==> src/hdl/fcr_pkg.sv <==
/*
  Shared constants and types of the flash controller register block.
  Assumes a 32-bit register port and a flash engine on the same clock.
*/
package fcr_pkg;
  // ---------------------------------------------------------------
  // Register map
  // ---------------------------------------------------------------
  localparam logic [31:0] FCR_BASE      = 32'hffff_fa00;
  localparam logic [7:0]  FCR_OFS_MODE  = 8'h00;
  localparam logic [7:0]  FCR_OFS_CMD   = 8'h04;
  localparam logic [7:0]  FCR_OFS_STAT  = 8'h08;
  localparam logic [7:0]  FCR_OFS_RES   = 8'h0c;
  localparam logic [7:0]  FCR_OFS_IPEND = 8'h20;
  localparam logic [7:0]  FCR_OFS_IMASK = 8'h24;
  // ---------------------------------------------------------------
  // Fields and reset values
  // ---------------------------------------------------------------
  localparam logic [7:0]  FCR_KEY          = 8'h5a;
  localparam int          FCR_MODE_IE_BIT  = 0;
  localparam int          FCR_MODE_WS_LSB  = 8;
  localparam int          FCR_WS_W         = 4;
  localparam int          FCR_ST_RDY       = 0;
  localparam int          FCR_ST_CMDE      = 1;
  localparam int          FCR_ST_LOCKE     = 2;
  localparam int          FCR_EV_W         = 3;
  localparam logic [31:0] FCR_MODE_RST     = 32'h0000_0000;
  localparam logic [31:0] FCR_STAT_RST     = 32'h0000_0001;
  localparam logic [31:0] FCR_RES_RST      = 32'h0000_0000;
  // ---------------------------------------------------------------
  // Types
  // ---------------------------------------------------------------
  typedef enum logic [7:0] {
    CMD_PROG      = 8'h01,
    CMD_ERASE_ALL = 8'h02,
    CMD_SET_LOCK  = 8'h03,
    CMD_CLR_LOCK  = 8'h04,
    CMD_GET_LOCK  = 8'h05,
    CMD_SET_NV    = 8'h06,
    CMD_CLR_NV    = 8'h07,
    CMD_GET_NV    = 8'h08
  } fcr_code_t;
  typedef enum logic [2:0] {
    ST_IDLE = 3'b000,
    ST_READ = 3'b001,
    ST_EVAL = 3'b011,
    ST_EXEC = 3'b010,
    ST_DONE = 3'b110
  } fcr_state_t;
  typedef enum logic [1:0] {SRC_NONE = 2'h0, SRC_LOCK = 2'h1, SRC_NV = 2'h2} fcr_src_t;
  typedef struct packed {
    logic [7:0]  write_guard_key;
    logic [15:0] command_argument;
    logic [7:0]  command_code;
  } fcr_cmd_t;
  typedef struct packed {
    logic [31:0] addr;
    logic [31:0] wdata;
    logic        wr;
    logic        rd;
  } fcr_bus_t;
  typedef struct packed {
    logic        start;
    logic        erase_all;
    logic [15:0] page;
  } fcr_fl_req_t;
endpackage

==> src/hdl/fcr_lock_mem.sv <==
/*
  Lock bit store: one write port, one read port, registered read data.
  Assumes write and read on the same clock; a same-address read
  returns the old word.
*/
`timescale 1ns/10ps
module fcr_lock_mem #(
  parameter int W  = 32,
  parameter int D  = 2,
  parameter int AW = 1
) (
  input  wire logic          core_clk,
  input  wire logic          we,
  input  wire logic [AW-1:0] waddr,
  input  wire logic [W-1:0]  wdata,
  input  wire logic [AW-1:0] raddr,
  output logic      [W-1:0]  rdata_r
);
  logic [W-1:0] mem_r [D];

  // ---------------------------------------------------------------
  // Storage; no reset so it maps onto plain RAM
  // ---------------------------------------------------------------
  always_ff @(posedge core_clk) begin
    if (we) begin
      mem_r[waddr] <= wdata;
    end
    rdata_r <= mem_r[raddr];
  end
endmodule

==> src/hdl/fcr_ctrl.sv <==
/*
  Flash controller register block: mode, keyed command, status and
  result registers, a lock and nonvolatile bit sequencer, and the
  access wait-state timer. Assumes the flash engine and the access
  requester run on core_clk; lock bits live in fcr_lock_mem.
*/
// Design decision made here: the strobed register port.
// Function
// - Four registers at base, consecutive word offsets; code adds interrupt pending and mask registers at 8'h20 and 8'h24
// - Ready interrupt only when its enable is one
// - Each access takes wait states plus one
// - Command launches only with matching top-byte key
// - Wrong key discards write, starts nothing
// - Argument is page, nv index, or ignored
// - Ready reads zero busy, one when idle
// - Ready and enable set raise interrupt
// - Hardware clears ready on becoming busy
// - Bad code or key sets command error
// - Locked program or erase sets lock error
// - Status read or command write clears errors
// - Results wider than 32 bits read sequentially
// - Get results lowest first, then zeros
// - Erase touching any lock refused entirely
// - Program starts and ready clears at write; ready clears then, but an in-range page starts only after its lock check
`timescale 1ns/10ps
module fcr_ctrl
  import fcr_pkg::*;
#(
  parameter int LOCK_WORDS   = 2,
  parameter int REGION_SHIFT = 4,
  parameter int NV_BITS      = 4
) (
  input  wire logic         core_clk,
  input  wire logic         sys_rst,
  input  wire fcr_bus_t     bus,
  output logic [31:0]       rd_data,
  output fcr_fl_req_t       fl_req,
  input  wire logic         fl_done,
  input  wire logic         acc_req,
  output logic              acc_ack,
  output logic [NV_BITS-1:0] nv_bits,
  output logic              irq
);
  localparam int          LAW       = (LOCK_WORDS > 1) ? $clog2(LOCK_WORDS) : 1;
  localparam int          RIW       = LAW + 1;
  localparam logic [15:0] LOCK_BITS = 16'(LOCK_WORDS * 32);

  // ---------------------------------------------------------------
  // Argument decoding, shared by launch and evaluation
  // ---------------------------------------------------------------
  function automatic logic [15:0] region_of(input logic [15:0] arg);
    region_of = arg >> REGION_SHIFT;
  endfunction
  function automatic logic [LAW-1:0] word_of(input logic [15:0] arg);
    logic [15:0] r;
    r       = region_of(arg);
    word_of = r[5 +: LAW];
  endfunction
  function automatic logic [4:0] bit_of(input logic [15:0] arg);
    logic [15:0] r;
    r      = region_of(arg);
    bit_of = r[4:0];
  endfunction
  function automatic logic code_valid(input logic [7:0] c);
    code_valid = (c >= CMD_PROG) && (c <= CMD_GET_NV);
  endfunction

  fcr_state_t           state_r, state_nxt;
  fcr_cmd_t             cmd_r, cmd_nxt;
  fcr_src_t             src_r, src_nxt;
  logic [LAW-1:0]       idx_r, idx_nxt;
  logic [RIW-1:0]       res_idx_r, res_idx_nxt;
  logic [NV_BITS-1:0]   nv_r, nv_nxt;
  logic                 rdy_ie_r;
  logic [FCR_WS_W-1:0]  ws_limit_r, ws_cnt_r;
  logic                 rdy_r, cmde_r, locke_r, ws_busy_r;
  logic [FCR_EV_W-1:0]  pend_r, mask_r;
  logic                 lock_hit, fl_go, mem_we;
  logic [31:0]          mem_q;

  // ---------------------------------------------------------------
  // Register port decode
  // ---------------------------------------------------------------
  wire        hit      = bus.addr[31:8] == FCR_BASE[31:8];
  wire  [7:0] ofs      = bus.addr[7:0];
  wire        wr_mode  = bus.wr && hit && ofs == FCR_OFS_MODE;
  wire        wr_cmd   = bus.wr && hit && ofs == FCR_OFS_CMD;
  wire        wr_ipend = bus.wr && hit && ofs == FCR_OFS_IPEND;
  wire        wr_imask = bus.wr && hit && ofs == FCR_OFS_IMASK;
  wire        rd_stat  = bus.rd && hit && ofs == FCR_OFS_STAT;
  wire        rd_res   = bus.rd && hit && ofs == FCR_OFS_RES;
  wire fcr_cmd_t cmd_in = fcr_cmd_t'(bus.wdata);

  // Key, code and idle state must all agree before anything starts
  wire key_ok = cmd_in.write_guard_key == FCR_KEY;
  wire launch = wr_cmd && key_ok && code_valid(cmd_in.command_code) && rdy_r;
  wire bad_cmd = wr_cmd && !launch;

  // ---------------------------------------------------------------
  // Sequencer helpers
  // ---------------------------------------------------------------
  wire              in_rng   = region_of(cmd_in.command_argument) < LOCK_BITS;
  wire              nv_ok    = cmd_in.command_argument < 16'(NV_BITS);
  wire [NV_BITS-1:0] nv_sel  = nv_ok ? NV_BITS'(1) << cmd_in.command_argument : '0;
  wire [31:0]       bit_mask = 32'h1 << bit_of(cmd_r.command_argument);
  wire [31:0]       mem_wd   = (cmd_r.command_code == CMD_SET_LOCK) ? (mem_q | bit_mask)
                                                                   : (mem_q & ~bit_mask);
  wire              last_wd  = idx_r == LAW'(LOCK_WORDS - 1);
  // Result reads use the memory port only in IDLE and DONE, so ready is held
  // back one cycle (DONE) until the first result word is in place
  wire              res_port = state_r == ST_IDLE || state_r == ST_DONE;
  wire [LAW-1:0]    mem_ra   = res_port ? res_idx_nxt[LAW-1:0] : idx_r;

  // ---------------------------------------------------------------
  // Command sequencer
  // ---------------------------------------------------------------
  always_comb begin
    state_nxt = state_r;
    cmd_nxt   = cmd_r;
    idx_nxt   = idx_r;
    nv_nxt    = nv_r;
    lock_hit  = 1'b0;
    fl_go     = 1'b0;
    mem_we    = 1'b0;
    case (state_r)
      ST_IDLE: begin
        if (launch) begin
          cmd_nxt = cmd_in;
          idx_nxt = word_of(cmd_in.command_argument);
          case (cmd_in.command_code)
            CMD_PROG: begin
              state_nxt = in_rng ? ST_READ : ST_EXEC;
              fl_go     = !in_rng;
            end
            CMD_ERASE_ALL: begin
              idx_nxt   = '0;
              state_nxt = ST_READ;
            end
            CMD_SET_LOCK, CMD_CLR_LOCK: state_nxt = in_rng ? ST_READ : ST_DONE;
            CMD_SET_NV: begin
              nv_nxt    = nv_r | nv_sel;
              state_nxt = ST_DONE;
            end
            CMD_CLR_NV: begin
              nv_nxt    = nv_r & ~nv_sel;
              state_nxt = ST_DONE;
            end
            default: state_nxt = ST_DONE;
          endcase
        end
      end
      ST_READ: state_nxt = ST_EVAL;
      ST_EVAL: begin
        case (cmd_r.command_code)
          CMD_PROG: begin
            if (mem_q[bit_of(cmd_r.command_argument)]) begin
              lock_hit  = 1'b1;
              state_nxt = ST_DONE;
            end else begin
              fl_go     = 1'b1;
              state_nxt = ST_EXEC;
            end
          end
          CMD_ERASE_ALL: begin
            if (|mem_q) begin
              lock_hit  = 1'b1;
              state_nxt = ST_DONE;
            end else if (last_wd) begin
              fl_go     = 1'b1;
              state_nxt = ST_EXEC;
            end else begin
              idx_nxt   = idx_r + LAW'(1);
              state_nxt = ST_READ;
            end
          end
          default: begin
            mem_we    = 1'b1;
            state_nxt = ST_DONE;
          end
        endcase
      end
      ST_EXEC: state_nxt = fl_done ? ST_DONE : ST_EXEC;
      ST_DONE: state_nxt = ST_IDLE;
      default: state_nxt = ST_IDLE;
    endcase
  end

  always_ff @(posedge core_clk) begin
    if (sys_rst) begin
      state_r <= ST_IDLE;
      cmd_r   <= '0;
      idx_r   <= '0;
      nv_r    <= '0;
    end else begin
      state_r <= state_nxt;
      cmd_r   <= cmd_nxt;
      idx_r   <= idx_nxt;
      nv_r    <= nv_nxt;
    end
  end

  fcr_lock_mem #(
    .W  (32),
    .D  (LOCK_WORDS),
    .AW (LAW)
  ) u_lock_mem (
    .core_clk (core_clk),
    .we       (mem_we),
    .waddr    (idx_r),
    .wdata    (mem_wd),
    .raddr    (mem_ra),
    .rdata_r  (mem_q)
  );

  // ---------------------------------------------------------------
  // Flash engine request, one-cycle start pulse
  // ---------------------------------------------------------------
  always_ff @(posedge core_clk) begin
    if (sys_rst) begin
      fl_req <= '0;
    end else begin
      fl_req.start <= fl_go;
      if (fl_go) begin
        fl_req.erase_all <= cmd_nxt.command_code == CMD_ERASE_ALL;
        fl_req.page      <= cmd_nxt.command_argument;
      end
    end
  end

  // ---------------------------------------------------------------
  // Status flags; a set in the clearing cycle wins
  // ---------------------------------------------------------------
  wire err_clr = rd_stat || wr_cmd;
  always_ff @(posedge core_clk) begin
    if (sys_rst) begin
      rdy_r   <= FCR_STAT_RST[FCR_ST_RDY];
      cmde_r  <= FCR_STAT_RST[FCR_ST_CMDE];
      locke_r <= FCR_STAT_RST[FCR_ST_LOCKE];
    end else begin
      if (launch) begin
        rdy_r <= 1'b0;
      end else if (state_r == ST_DONE) begin
        rdy_r <= 1'b1;
      end
      cmde_r  <= bad_cmd || (cmde_r && !err_clr);
      locke_r <= lock_hit || (locke_r && !err_clr);
    end
  end

  // ---------------------------------------------------------------
  // Result pointer; words past the meaningful ones read zero
  // ---------------------------------------------------------------
  wire res_lock = src_r == SRC_LOCK && res_idx_r < RIW'(LOCK_WORDS);
  wire res_nv   = src_r == SRC_NV && res_idx_r == '0;
  wire [31:0] result_word = res_lock ? mem_q :
                            res_nv ? 32'(nv_r) : FCR_RES_RST;
  wire res_sat  = res_idx_r == RIW'(LOCK_WORDS);
  assign res_idx_nxt = launch ? '0 : (rd_res && !res_sat) ? res_idx_r + RIW'(1) : res_idx_r;
  always_comb begin
    src_nxt = src_r;
    if (launch) begin
      case (cmd_in.command_code)
        CMD_GET_LOCK: src_nxt = SRC_LOCK;
        CMD_GET_NV:   src_nxt = SRC_NV;
        default:      src_nxt = SRC_NONE;
      endcase
    end
  end
  always_ff @(posedge core_clk) begin
    if (sys_rst) begin
      src_r     <= SRC_NONE;
      res_idx_r <= '0;
    end else begin
      src_r     <= src_nxt;
      res_idx_r <= res_idx_nxt;
    end
  end

  // ---------------------------------------------------------------
  // Mode, interrupt pending and mask registers
  // ---------------------------------------------------------------
  wire [FCR_EV_W-1:0] ev = {lock_hit, bad_cmd, state_r == ST_DONE};
  always_ff @(posedge core_clk) begin
    if (sys_rst) begin
      rdy_ie_r   <= FCR_MODE_RST[FCR_MODE_IE_BIT];
      ws_limit_r <= FCR_MODE_RST[FCR_MODE_WS_LSB +: FCR_WS_W];
      mask_r     <= '0;
    end else begin
      if (wr_mode) begin
        rdy_ie_r   <= bus.wdata[FCR_MODE_IE_BIT];
        ws_limit_r <= bus.wdata[FCR_MODE_WS_LSB +: FCR_WS_W];
      end
      if (wr_imask) begin
        mask_r <= bus.wdata[FCR_EV_W-1:0];
      end
    end
  end
  generate
    for (genvar i = 0; i < FCR_EV_W; i++) begin : g_pend
      // Write one to clear; an event in the same cycle keeps the bit
      always_ff @(posedge core_clk) begin
        if (sys_rst) begin
          pend_r[i] <= 1'b0;
        end else begin
          pend_r[i] <= ev[i] || (pend_r[i] && !(wr_ipend && bus.wdata[i]));
        end
      end
    end
  endgenerate
  always_ff @(posedge core_clk) begin
    if (sys_rst) begin
      irq <= 1'b0;
    end else begin
      irq <= (rdy_ie_r && rdy_r) || |(pend_r & mask_r);
    end
  end

  // ---------------------------------------------------------------
  // Read data, valid only in the cycle after the strobe
  // ---------------------------------------------------------------
  wire [31:0] mode_rd = {20'h0, ws_limit_r, 7'h0, rdy_ie_r};
  wire [31:0] stat_rd = {29'h0, locke_r, cmde_r, rdy_r};
  wire [31:0] rd_mux  = (ofs == FCR_OFS_MODE)  ? mode_rd :
                        (ofs == FCR_OFS_STAT)  ? stat_rd :
                        (ofs == FCR_OFS_RES)   ? result_word :
                        (ofs == FCR_OFS_IPEND) ? 32'(pend_r) :
                        (ofs == FCR_OFS_IMASK) ? 32'(mask_r) : 32'h0;
  always_ff @(posedge core_clk) begin
    if (sys_rst) begin
      rd_data <= '0;
    end else begin
      rd_data <= (bus.rd && hit) ? rd_mux : 32'h0;
    end
  end

  // ---------------------------------------------------------------
  // Access timer: ack in cycle wait states plus one after request
  // ---------------------------------------------------------------
  wire ws_start = acc_req && !ws_busy_r && !acc_ack;
  wire ws_end   = (ws_start && ws_limit_r == '0) || (ws_busy_r && ws_cnt_r == ws_limit_r);
  always_ff @(posedge core_clk) begin
    if (sys_rst) begin
      ws_busy_r <= 1'b0;
      ws_cnt_r  <= '0;
      acc_ack   <= 1'b0;
    end else begin
      acc_ack   <= ws_end;
      ws_busy_r <= (ws_start || ws_busy_r) && !ws_end;
      ws_cnt_r  <= ws_start ? FCR_WS_W'(1) : ws_cnt_r + FCR_WS_W'(1);
    end
  end
  assign nv_bits = nv_r;

  // ---------------------------------------------------------------
  // Checks
  // ---------------------------------------------------------------
  logic [FCR_WS_W:0] ws_seen_r;
  always_ff @(posedge core_clk) begin
    ws_seen_r <= ws_start ? (FCR_WS_W+1)'(1) : ws_seen_r + (FCR_WS_W+1)'(1);
  end
endmodule

==> config.mk <==
export PLATFORM = sky130hd
export DESIGN_NAME = fcr_ctrl
export DESIGN_NICKNAME = d
export VERILOG_FILES = /design/src/hdl/fcr_pkg.sv /design/src/hdl/fcr_lock_mem.sv /design/src/hdl/fcr_ctrl.sv
export SDC_FILE = /design/constraint.sdc
export NUM_CORES = 1
export LEC_CHECK = 0
export BUFFER_PORTS_ARGS = -buffer_cell sky130_fd_sc_hd__clkbuf_2
export CAP_MARGIN = 10
export CELL_PAD_IN_SITES_DETAIL_PLACEMENT = 0
export CELL_PAD_IN_SITES_GLOBAL_PLACEMENT = 1
export CORE_MARGIN = 8
export CORE_UTILIZATION = 30
export CTS_CLUSTER_SIZE = 25
export DETAILED_ROUTE_END_ITERATION = 10
export GPL_ROUTABILITY_DRIVEN = 0
export GPL_TIMING_DRIVEN = 0
export PLACE_DENSITY_LB_ADDON = 0.1
export RECOVER_POWER = 25
export SYNTH_ARGS = -nofsm -noshare
export SYNTH_HDL_FRONTEND = slang
export SYNTH_HIERARCHICAL = 1
export SYNTH_SLANG_ARGS = --single-unit
export TNS_END_PERCENT = 30
==> constraint.sdc <==
create_clock -name core_clk -period 3.84 [get_ports core_clk]
set_input_delay 0.576 -clock core_clk [delete_from_list [all_inputs] [get_ports core_clk]]
set_output_delay 0.576 -clock core_clk [all_outputs]
set_load 0.02 [all_outputs]
==> flow_results.xml, run 1 <==
<?xml version="1.0" encoding="UTF-8"?>
<metrics>
  <group name="synthesis">
    <metric name="synth-seq-area-share" unit="">0.542</metric>
    <metric name="synth_area" unit="um2">8680</metric>
    <metric name="yosys_register_bits" unit="">203</metric>
    <metric name="syn-instance-count" unit="">775</metric>
    <metric name="synthesized_net_count" unit="">848</metric>
    <metric name="synth_cell_type_count" unit="">64</metric>
    <metric name="ys.warnings.count" unit="">6</metric>
    <metric name="post_syn_area_per_cell" unit="um2">11.2</metric>
    <metric name="synth_async_reset_ratio" unit="">0</metric>
    <metric name="synth_edf_count" unit="">64</metric>
    <metric name="postSynth.topFlopCell" unit="">dfxtp_1</metric>
  </group>
  <group name="cts">
    <metric name="cts_tree" unit="">built</metric>
    <metric name="ctsHoldBuffers" unit="">0</metric>
    <metric name="tritoncts_num_sinks" unit="">203</metric>
    <metric name="cts_post_setup_buffers_inserted" unit="">0</metric>
    <metric name="cts-root-to-sink-buffers" unit="">3</metric>
    <metric name="htree_levels" unit="">1</metric>
    <metric name="worst_setup_hold_path_clk_slew" unit="ps">60</metric>
    <metric name="insertion_delay" unit="ps">530</metric>
    <metric name="cts_resized" unit="">0</metric>
    <metric name="root_buffer" unit="">clkbuf_16</metric>
    <metric name="cts-buffers-inserted" unit="">24</metric>
  </group>
  <group name="power">
    <metric name="standby_leakage_power" unit="uW">0.00359</metric>
    <metric name="ir_drop" unit="mV">0.231</metric>
    <metric name="fin_total_pwr" unit="uW">4710</metric>
    <metric name="p_per_area" unit="nW/um2">447</metric>
  </group>
  <group name="route">
    <metric name="vias" unit="">6340</metric>
    <metric name="first_iter_violations" unit="">320</metric>
    <metric name="post_drt_wl_per_cell" unit="um">19.1</metric>
    <metric name="remaining_number_of_nets_flagged_by_the_antenna_check_after_routing" unit="">0</metric>
    <metric name="detailedRoute.firstPassIterationCount" unit="">4</metric>
    <metric name="number_of_remaining_drc_errors" unit="">0</metric>
    <metric name="detail_route.vias_per_cell" unit="">4.78</metric>
    <metric name="routed_wirelength" unit="mm">25.2</metric>
  </group>
  <group name="hold_path">
    <metric name="hold-path-cell-count" unit="">3</metric>
    <metric name="type_of_the_worst_min_delay_path" unit="">input port to flop</metric>
  </group>
  <group name="global_routing">
    <metric name="grt_util_all_layers" unit="">0.143</metric>
    <metric name="antenna_found_initial" unit="">0</metric>
    <metric name="grt_first_pass_wirelength" unit="mm">38.1</metric>
    <metric name="via_count_of_the_first_global_routing_pass" unit="">6405</metric>
    <metric name="pin_count_of_the_biggest_net_entering_global_routing" unit="">33</metric>
    <metric name="grt_overflow" unit="">0</metric>
  </group>
  <group name="sta">
    <metric name="setup-tns-final" unit="ps">0</metric>
    <metric name="postLayoutSetupSlackWorst" unit="ps">666</metric>
    <metric name="post-route-period-util" unit="">0.827</metric>
    <metric name="timing_hold_violations_final" unit="">0</metric>
    <metric name="worst_slew_pin_slew" unit="ps">1310</metric>
    <metric name="post-route-min-period" unit="ps">3170</metric>
    <metric name="max_transition_viols_final" unit="">0</metric>
    <metric name="worst_hold_slack_across_all_endpoints" unit="ps">339</metric>
    <metric name="rsz0062_at_grt" unit="">false</metric>
    <metric name="max_freq" unit="MHz">315</metric>
    <metric name="worst_clock_skew" unit="ps">14.7</metric>
    <metric name="setup_viol" unit="">0</metric>
    <metric name="slew_headroom" unit="">0.125</metric>
  </group>
  <group name="finish">
    <metric name="most_frequent_cells_in_the_layout" unit="">dfxtp_1 (139), clkbuf_1 (99), clkbuf_2 (65)</metric>
    <metric name="n_antenna_cell" unit="">0</metric>
    <metric name="n_fill_cell" unit="">2900</metric>
    <metric name="layout_commonest_cell" unit="">dfxtp_1</metric>
    <metric name="flow.area_growth_from_synthesis" unit="%">21.5</metric>
    <metric name="drive_gt1_frac" unit="">0.204</metric>
    <metric name="final_layout_net_count" unit="">997</metric>
  </group>
  <group name="die">
    <metric name="die_area" unit="um2">34600</metric>
    <metric name="design.core.area" unit="um2">28600</metric>
    <metric name="die_height" unit="um">186</metric>
    <metric name="pin_count" unit="">126</metric>
    <metric name="std_cell_rows" unit="">62</metric>
    <metric name="start_util" unit="">0.303</metric>
    <metric name="die-width" unit="um">186</metric>
  </group>
  <group name="worst_setup_path">
    <metric name="worstPathMaxFanout" unit="">10</metric>
    <metric name="critPathArrivalTime" unit="ps">3640</metric>
    <metric name="cp-end-kind" unit="">flop</metric>
    <metric name="crit_type" unit="">input port to flop</metric>
    <metric name="rr_worst_depth" unit="">8</metric>
    <metric name="worstPathRequired" unit="ps">4310</metric>
    <metric name="startpoint_type" unit="">input port</metric>
  </group>
  <group name="place">
    <metric name="post-place-ws" unit="ps">394</metric>
    <metric name="io_buffer_count" unit="">122</metric>
    <metric name="half_perimeter_wire_length_of_the_detailed_placement_result" unit="mm">18.6</metric>
  </group>
  <group name="outcome">
    <metric name="status" unit="">finished clean</metric>
  </group>
  <group name="run">
    <metric name="cap_viol_max_count" unit="">0</metric>
  </group>
</metrics>
==> state kept, by name (all words and copies together) (netlist names), 2 cells and up, named ones only <==
| signal | flops |
|---|---|
| ws_cnt_r | 4 |
| fl_req | 18 |
| cmd_r | 24 |
| u_lock_mem/mem_r | 64 |
| state_r | 3 |
| rd_data | 32 |
| ws_limit_r | 4 |
| src_r | 2 |
| mask_r | 3 |
| pend_r | 3 |
| u_lock_mem/rdata_r | 32 |
| res_idx_r | 2 |
==> worst paths after layout <==
check	from	endpoint	slack [ps]
setup / recovery	bus[44]	rd_data[31]$_SDFF_PP0_	670
hold / removal	bus[21]	cmd_r[19]$_SDFF_PP0_	340
setup reg to reg	cmd_r[12]$_SDFF_PP0_	fl_req[7]$_SDFFE_PP0P_	670
hold reg to reg	cmd_r[3]$_SDFF_PP0_	cmd_r[3]$_SDFF_PP0_	460
==> layout make-up <==
type	count	area, um2	share of cell area
clock buffers	32	683	0.0648
multi-input cells	511	3640	0.345
repair buffers	123	559	0.0531
plain buffers	48	268	0.0254
flip-flops and latches	203	4700	0.446
well taps	384	480	0.0456
inverters	13	48.8	0.00463
clock inverters	11	159	0.0151
==> Yosys cell counts, drive strengths merged, types with 21 or more instances <==
library cell  instances  area [um2]
clkbuf               34         128
nand2                42         158
o21ai                48         240
nor4                 26         175
nor2b                21         131
edfxtp               64        1920
o31ai                23         173
nand3                43         215
and2                 26         163
a21oi                41         205
mux2                 54         758
nor2                 37         141
dfxtp               139        2780
==> per-stage QoR <==
stage,instance area (um2),util,instances
final,10500,0.368,1325
after global routing,10500,0.368,1325
after CTS,10600,0.372,1325
after detailed placement,9800,0.342,1282
after global placement,9770,0.341,1281
after floorplan,8680,-,775
==> worst max-delay path, stage by stage <==
cell	delay (ps)
clkbuf_2	80
nand4bb_1	170
nor4_1	850
nand3_1	230
or2_0	260
clkbuf_1	180
nor3_2	670
clkbuf_1	430
and2_1	200
==> kinds of logic after synthesis <==
kind of cell    synth area share
mux                        0.123
fa+ha+maj                0.00433
buf+inv                   0.0378
xor+xnor                 0.00909
simple gates               0.181
compound gates             0.103
flops                      0.542
==> metal layers <==
metal / global-route usage / wire (um) / vias up
li1: - / - / 3157
met3: 0.0254 / 1230 / 26
met1: 0.201 / 12400 / 3016
met2: 0.224 / 11200 / 141
met4: 0.0324 / 367 / 0
met5: 0 / 0 / -
==> power breakdown <==
| group | total, uW | internal, uW | switching, uW |
|---|---|---|---|
| registers | 2210 | 2200 | 4.00 |
| logic | 112 | 45.2 | 67.1 |
| clock network | 2390 | 1460 | 928 |
| total | 4710 | 3710 | 999 |
(Power assumes the default switching activity.)
==> inputs of run 2 (changes only) <==
==> constraint.sdc (replaced) <==
create_clock -name core_clk -period 3.1 [get_ports core_clk]
set_input_delay 0.465 -clock core_clk [delete_from_list [all_inputs] [get_ports core_clk]]
set_output_delay 0.465 -clock core_clk [all_outputs]
set_load 0.02 [all_outputs]
==> run 2 against run 1 <==
Compared with the run above:
- clock-buffer cell count is the same
- via count grew 0.54%
- sequential power up 24%
- clock skew fell by 1.1 ps
- critical path depth down 1
- core utilization increased by 0.079 points
- power increased by 24%
- final area up 0.21%
- sequential share of layout area down 0.095 points
- non-clock buffer count stayed put
- global-route usage unchanged
- first-iteration DRC count increased by 16%
- largest power group unchanged
==> flow_results.xml, run 2 (same netlist as run 1, synthesis figures left out) <==
<?xml version="1.0" encoding="UTF-8"?>
<metrics>
  <group name="finish">
    <metric name="drive_gt1_frac" unit="">0.208</metric>
    <metric name="largest_regs" unit="">u_lock_mem/mem_r x64, rd_data x32, u_lock_mem/rdata_r x32</metric>
    <metric name="regMostFlops" unit="">u_lock_mem/mem_r</metric>
    <metric name="seq_area" unit="um2">4700</metric>
    <metric name="layout_commonest_cell" unit="">dfxtp_1</metric>
    <metric name="flow.area_growth_from_synthesis" unit="%">21.8</metric>
    <metric name="multi_input_comb_area" unit="um2">3650</metric>
    <metric name="final_layout_net_count" unit="">997</metric>
    <metric name="number_of_standard_cells_in_the_layout_taps_in_and_fillers_out" unit="">1325</metric>
    <metric name="most_frequent_cells_in_the_layout" unit="">dfxtp_1 (139), clkbuf_1 (98), clkbuf_2 (66)</metric>
    <metric name="largest_register_ffs" unit="">64</metric>
    <metric name="n_antenna_cell" unit="">0</metric>
    <metric name="design_area" unit="um2">10600</metric>
    <metric name="n_fill_cell" unit="">2898</metric>
  </group>
  <group name="worst_setup_path">
    <metric name="critPathArrivalTime" unit="ps">3330</metric>
    <metric name="cp_num_buf_inv" unit="">2</metric>
    <metric name="worstPathRequired" unit="ps">3510</metric>
    <metric name="startpoint_type" unit="">flop</metric>
    <metric name="critPathMaxStageDelay" unit="ps">570</metric>
    <metric name="worstPathMaxFanout" unit="">10</metric>
    <metric name="critical_path.cell_chain" unit="">clkbuf_1 &gt; mux4_2 &gt; a22oi_1 &gt; o211ai_2 &gt; nor3_2 &gt; a211oi_4 &gt; buf_8 &gt; mux2_4</metric>
    <metric name="crit_type" unit="">flop to flop</metric>
    <metric name="critical-path-top-delay-family" unit="">multiplexers</metric>
    <metric name="slowest_stage" unit="">mux4_2</metric>
    <metric name="cp-end-kind" unit="">flop</metric>
  </group>
  <group name="outcome">
    <metric name="status" unit="">finished clean</metric>
  </group>
  <group name="cts">
    <metric name="ctsHoldBuffers" unit="">0</metric>
    <metric name="worst_setup_hold_path_clk_slew" unit="ps">60</metric>
    <metric name="root_buffer" unit="">clkbuf_16</metric>
    <metric name="tritoncts_num_sinks" unit="">203</metric>
    <metric name="htree_levels" unit="">1</metric>
    <metric name="cts_tree" unit="">built</metric>
    <metric name="insertion_delay" unit="ps">530</metric>
    <metric name="cts-buffers-inserted" unit="">24</metric>
    <metric name="cts-root-to-sink-buffers" unit="">3</metric>
  </group>
  <group name="global_routing">
    <metric name="grt_first_pass_wirelength" unit="mm">38.1</metric>
    <metric name="pin_count_of_the_biggest_net_entering_global_routing" unit="">33</metric>
    <metric name="grt_overflow" unit="">0</metric>
    <metric name="via_count_of_the_first_global_routing_pass" unit="">6405</metric>
    <metric name="grt_util_all_layers" unit="">0.143</metric>
    <metric name="antenna_found_initial" unit="">0</metric>
  </group>
  <group name="route">
    <metric name="first_iter_violations" unit="">372</metric>
    <metric name="routed_wirelength" unit="mm">25.2</metric>
    <metric name="vias" unit="">6374</metric>
    <metric name="post_drt_wl_per_cell" unit="um">19.0</metric>
    <metric name="number_of_remaining_drc_errors" unit="">0</metric>
    <metric name="detail_route.vias_per_cell" unit="">4.81</metric>
    <metric name="detailedRoute.firstPassIterationCount" unit="">4</metric>
    <metric name="remaining_number_of_nets_flagged_by_the_antenna_check_after_routing" unit="">0</metric>
  </group>
  <group name="sta">
    <metric name="max_transition_viols_final" unit="">0</metric>
    <metric name="rsz0062_at_grt" unit="">false</metric>
    <metric name="post-route-period-util" unit="">0.941</metric>
    <metric name="post-route-min-period" unit="ps">2920</metric>
    <metric name="max_freq" unit="MHz">343</metric>
    <metric name="setup_viol" unit="">0</metric>
    <metric name="timing_hold_violations_final" unit="">0</metric>
    <metric name="worst_slew_pin_slew" unit="ps">979</metric>
    <metric name="slew_headroom" unit="">0.339</metric>
    <metric name="setup-tns-final" unit="ps">0</metric>
    <metric name="worst_clock_skew" unit="ps">13.6</metric>
    <metric name="postLayoutSetupSlackWorst" unit="ps">183</metric>
  </group>
  <group name="place">
    <metric name="post-place-ws" unit="ps">-235</metric>
    <metric name="half_perimeter_wire_length_of_the_detailed_placement_result" unit="mm">18.6</metric>
    <metric name="dp.cells" unit="">1282</metric>
    <metric name="io_buffer_count" unit="">122</metric>
    <metric name="placement.cell_area" unit="um2">9800</metric>
  </group>
  <group name="die">
    <metric name="start_util" unit="">0.303</metric>
    <metric name="die-width" unit="um">186</metric>
    <metric name="design.core.area" unit="um2">28600</metric>
    <metric name="pin_count" unit="">126</metric>
    <metric name="die_height" unit="um">186</metric>
    <metric name="die_area" unit="um2">34600</metric>
    <metric name="std_cell_rows" unit="">62</metric>
  </group>
  <group name="power">
    <metric name="p_per_area" unit="nW/um2">552</metric>
    <metric name="ir_drop" unit="mV">0.285</metric>
    <metric name="standby_leakage_power" unit="uW">0.00360</metric>
  </group>
  <group name="run">
    <metric name="cap_viol_max_count" unit="">0</metric>
  </group>
  <group name="hold_path">
    <metric name="type_of_the_worst_min_delay_path" unit="">input port to flop</metric>
  </group>
</metrics>
[run 2: cell counts in the layout (fill, tap and decap cells not counted)]
No cell type changed its count.
[run 2: through the flow]
stage | power [uW] | utilization | hold WS, ps
finish | 5830 | 0.369 | 226
global route | 6050 | 0.369 | 226
CTS | 5920 | 0.372 | 204
detailed placement | 2930 | 0.342 | 447
global placement | 2930 | 0.341 | 448
floorplan | 2850 | - | 426
[run 2: final timing paths]
kind / startpoint / end / slack [ps] / depth (start not counted)
min: bus[21] / cmd_r[19]$_SDFF_PP0_ / 230 / 3
max: cmd_r[13]$_SDFF_PP0_ / fl_req[7]$_SDFFE_PP0P_ / 180 / 8
max reg2reg: cmd_r[13]$_SDFF_PP0_ / fl_req[7]$_SDFFE_PP0P_ / 180 / 8
min reg2reg: cmd_r[3]$_SDFF_PP0_ / cmd_r[3]$_SDFF_PP0_ / 460 / 2
[run 2: power by group]
part / total (uW) / internal (uW) / switching (uW)
sequential: 2730 / 2730 / 4.95
clock: 2960 / 1810 / 1150
combinational: 140 / 56.0 / 83.6
[run 2: worst min-delay path: cells and delay by family]
family          cells  cell delay [ps]
buf+inv             1               90
compound gates      1               80
simple gates        1               60
[run 2: timing repair]
item,CTS,global route
hold endpoints to repair,0,0
resized for setup,0,1
setup endpoints to repair,0,30
buffers inserted,0,0
[run 2: cell type report]
class | instances | share of cell area
Buffer | 48 | 0.0262
Clock buffer | 32 | 0.0647
Clock inverter | 11 | 0.0150
Inverter | 13 | 0.00462
Multi-Input combinational cell | 511 | 0.346
Sequential cell | 203 | 0.445
Tap cell | 384 | 0.0455
Timing Repair Buffer | 123 | 0.0529
[run 2: metal layers]
layer / up-vias / track usage / part of all wire
li1: 3154 / - / -
met2: 121 / 0.224 / 0.44
met1: 3071 / 0.201 / 0.50
met5: - / 0 / 0
met3: 28 / 0.0254 / 0.046
met4: 0 / 0.0324 / 0.015
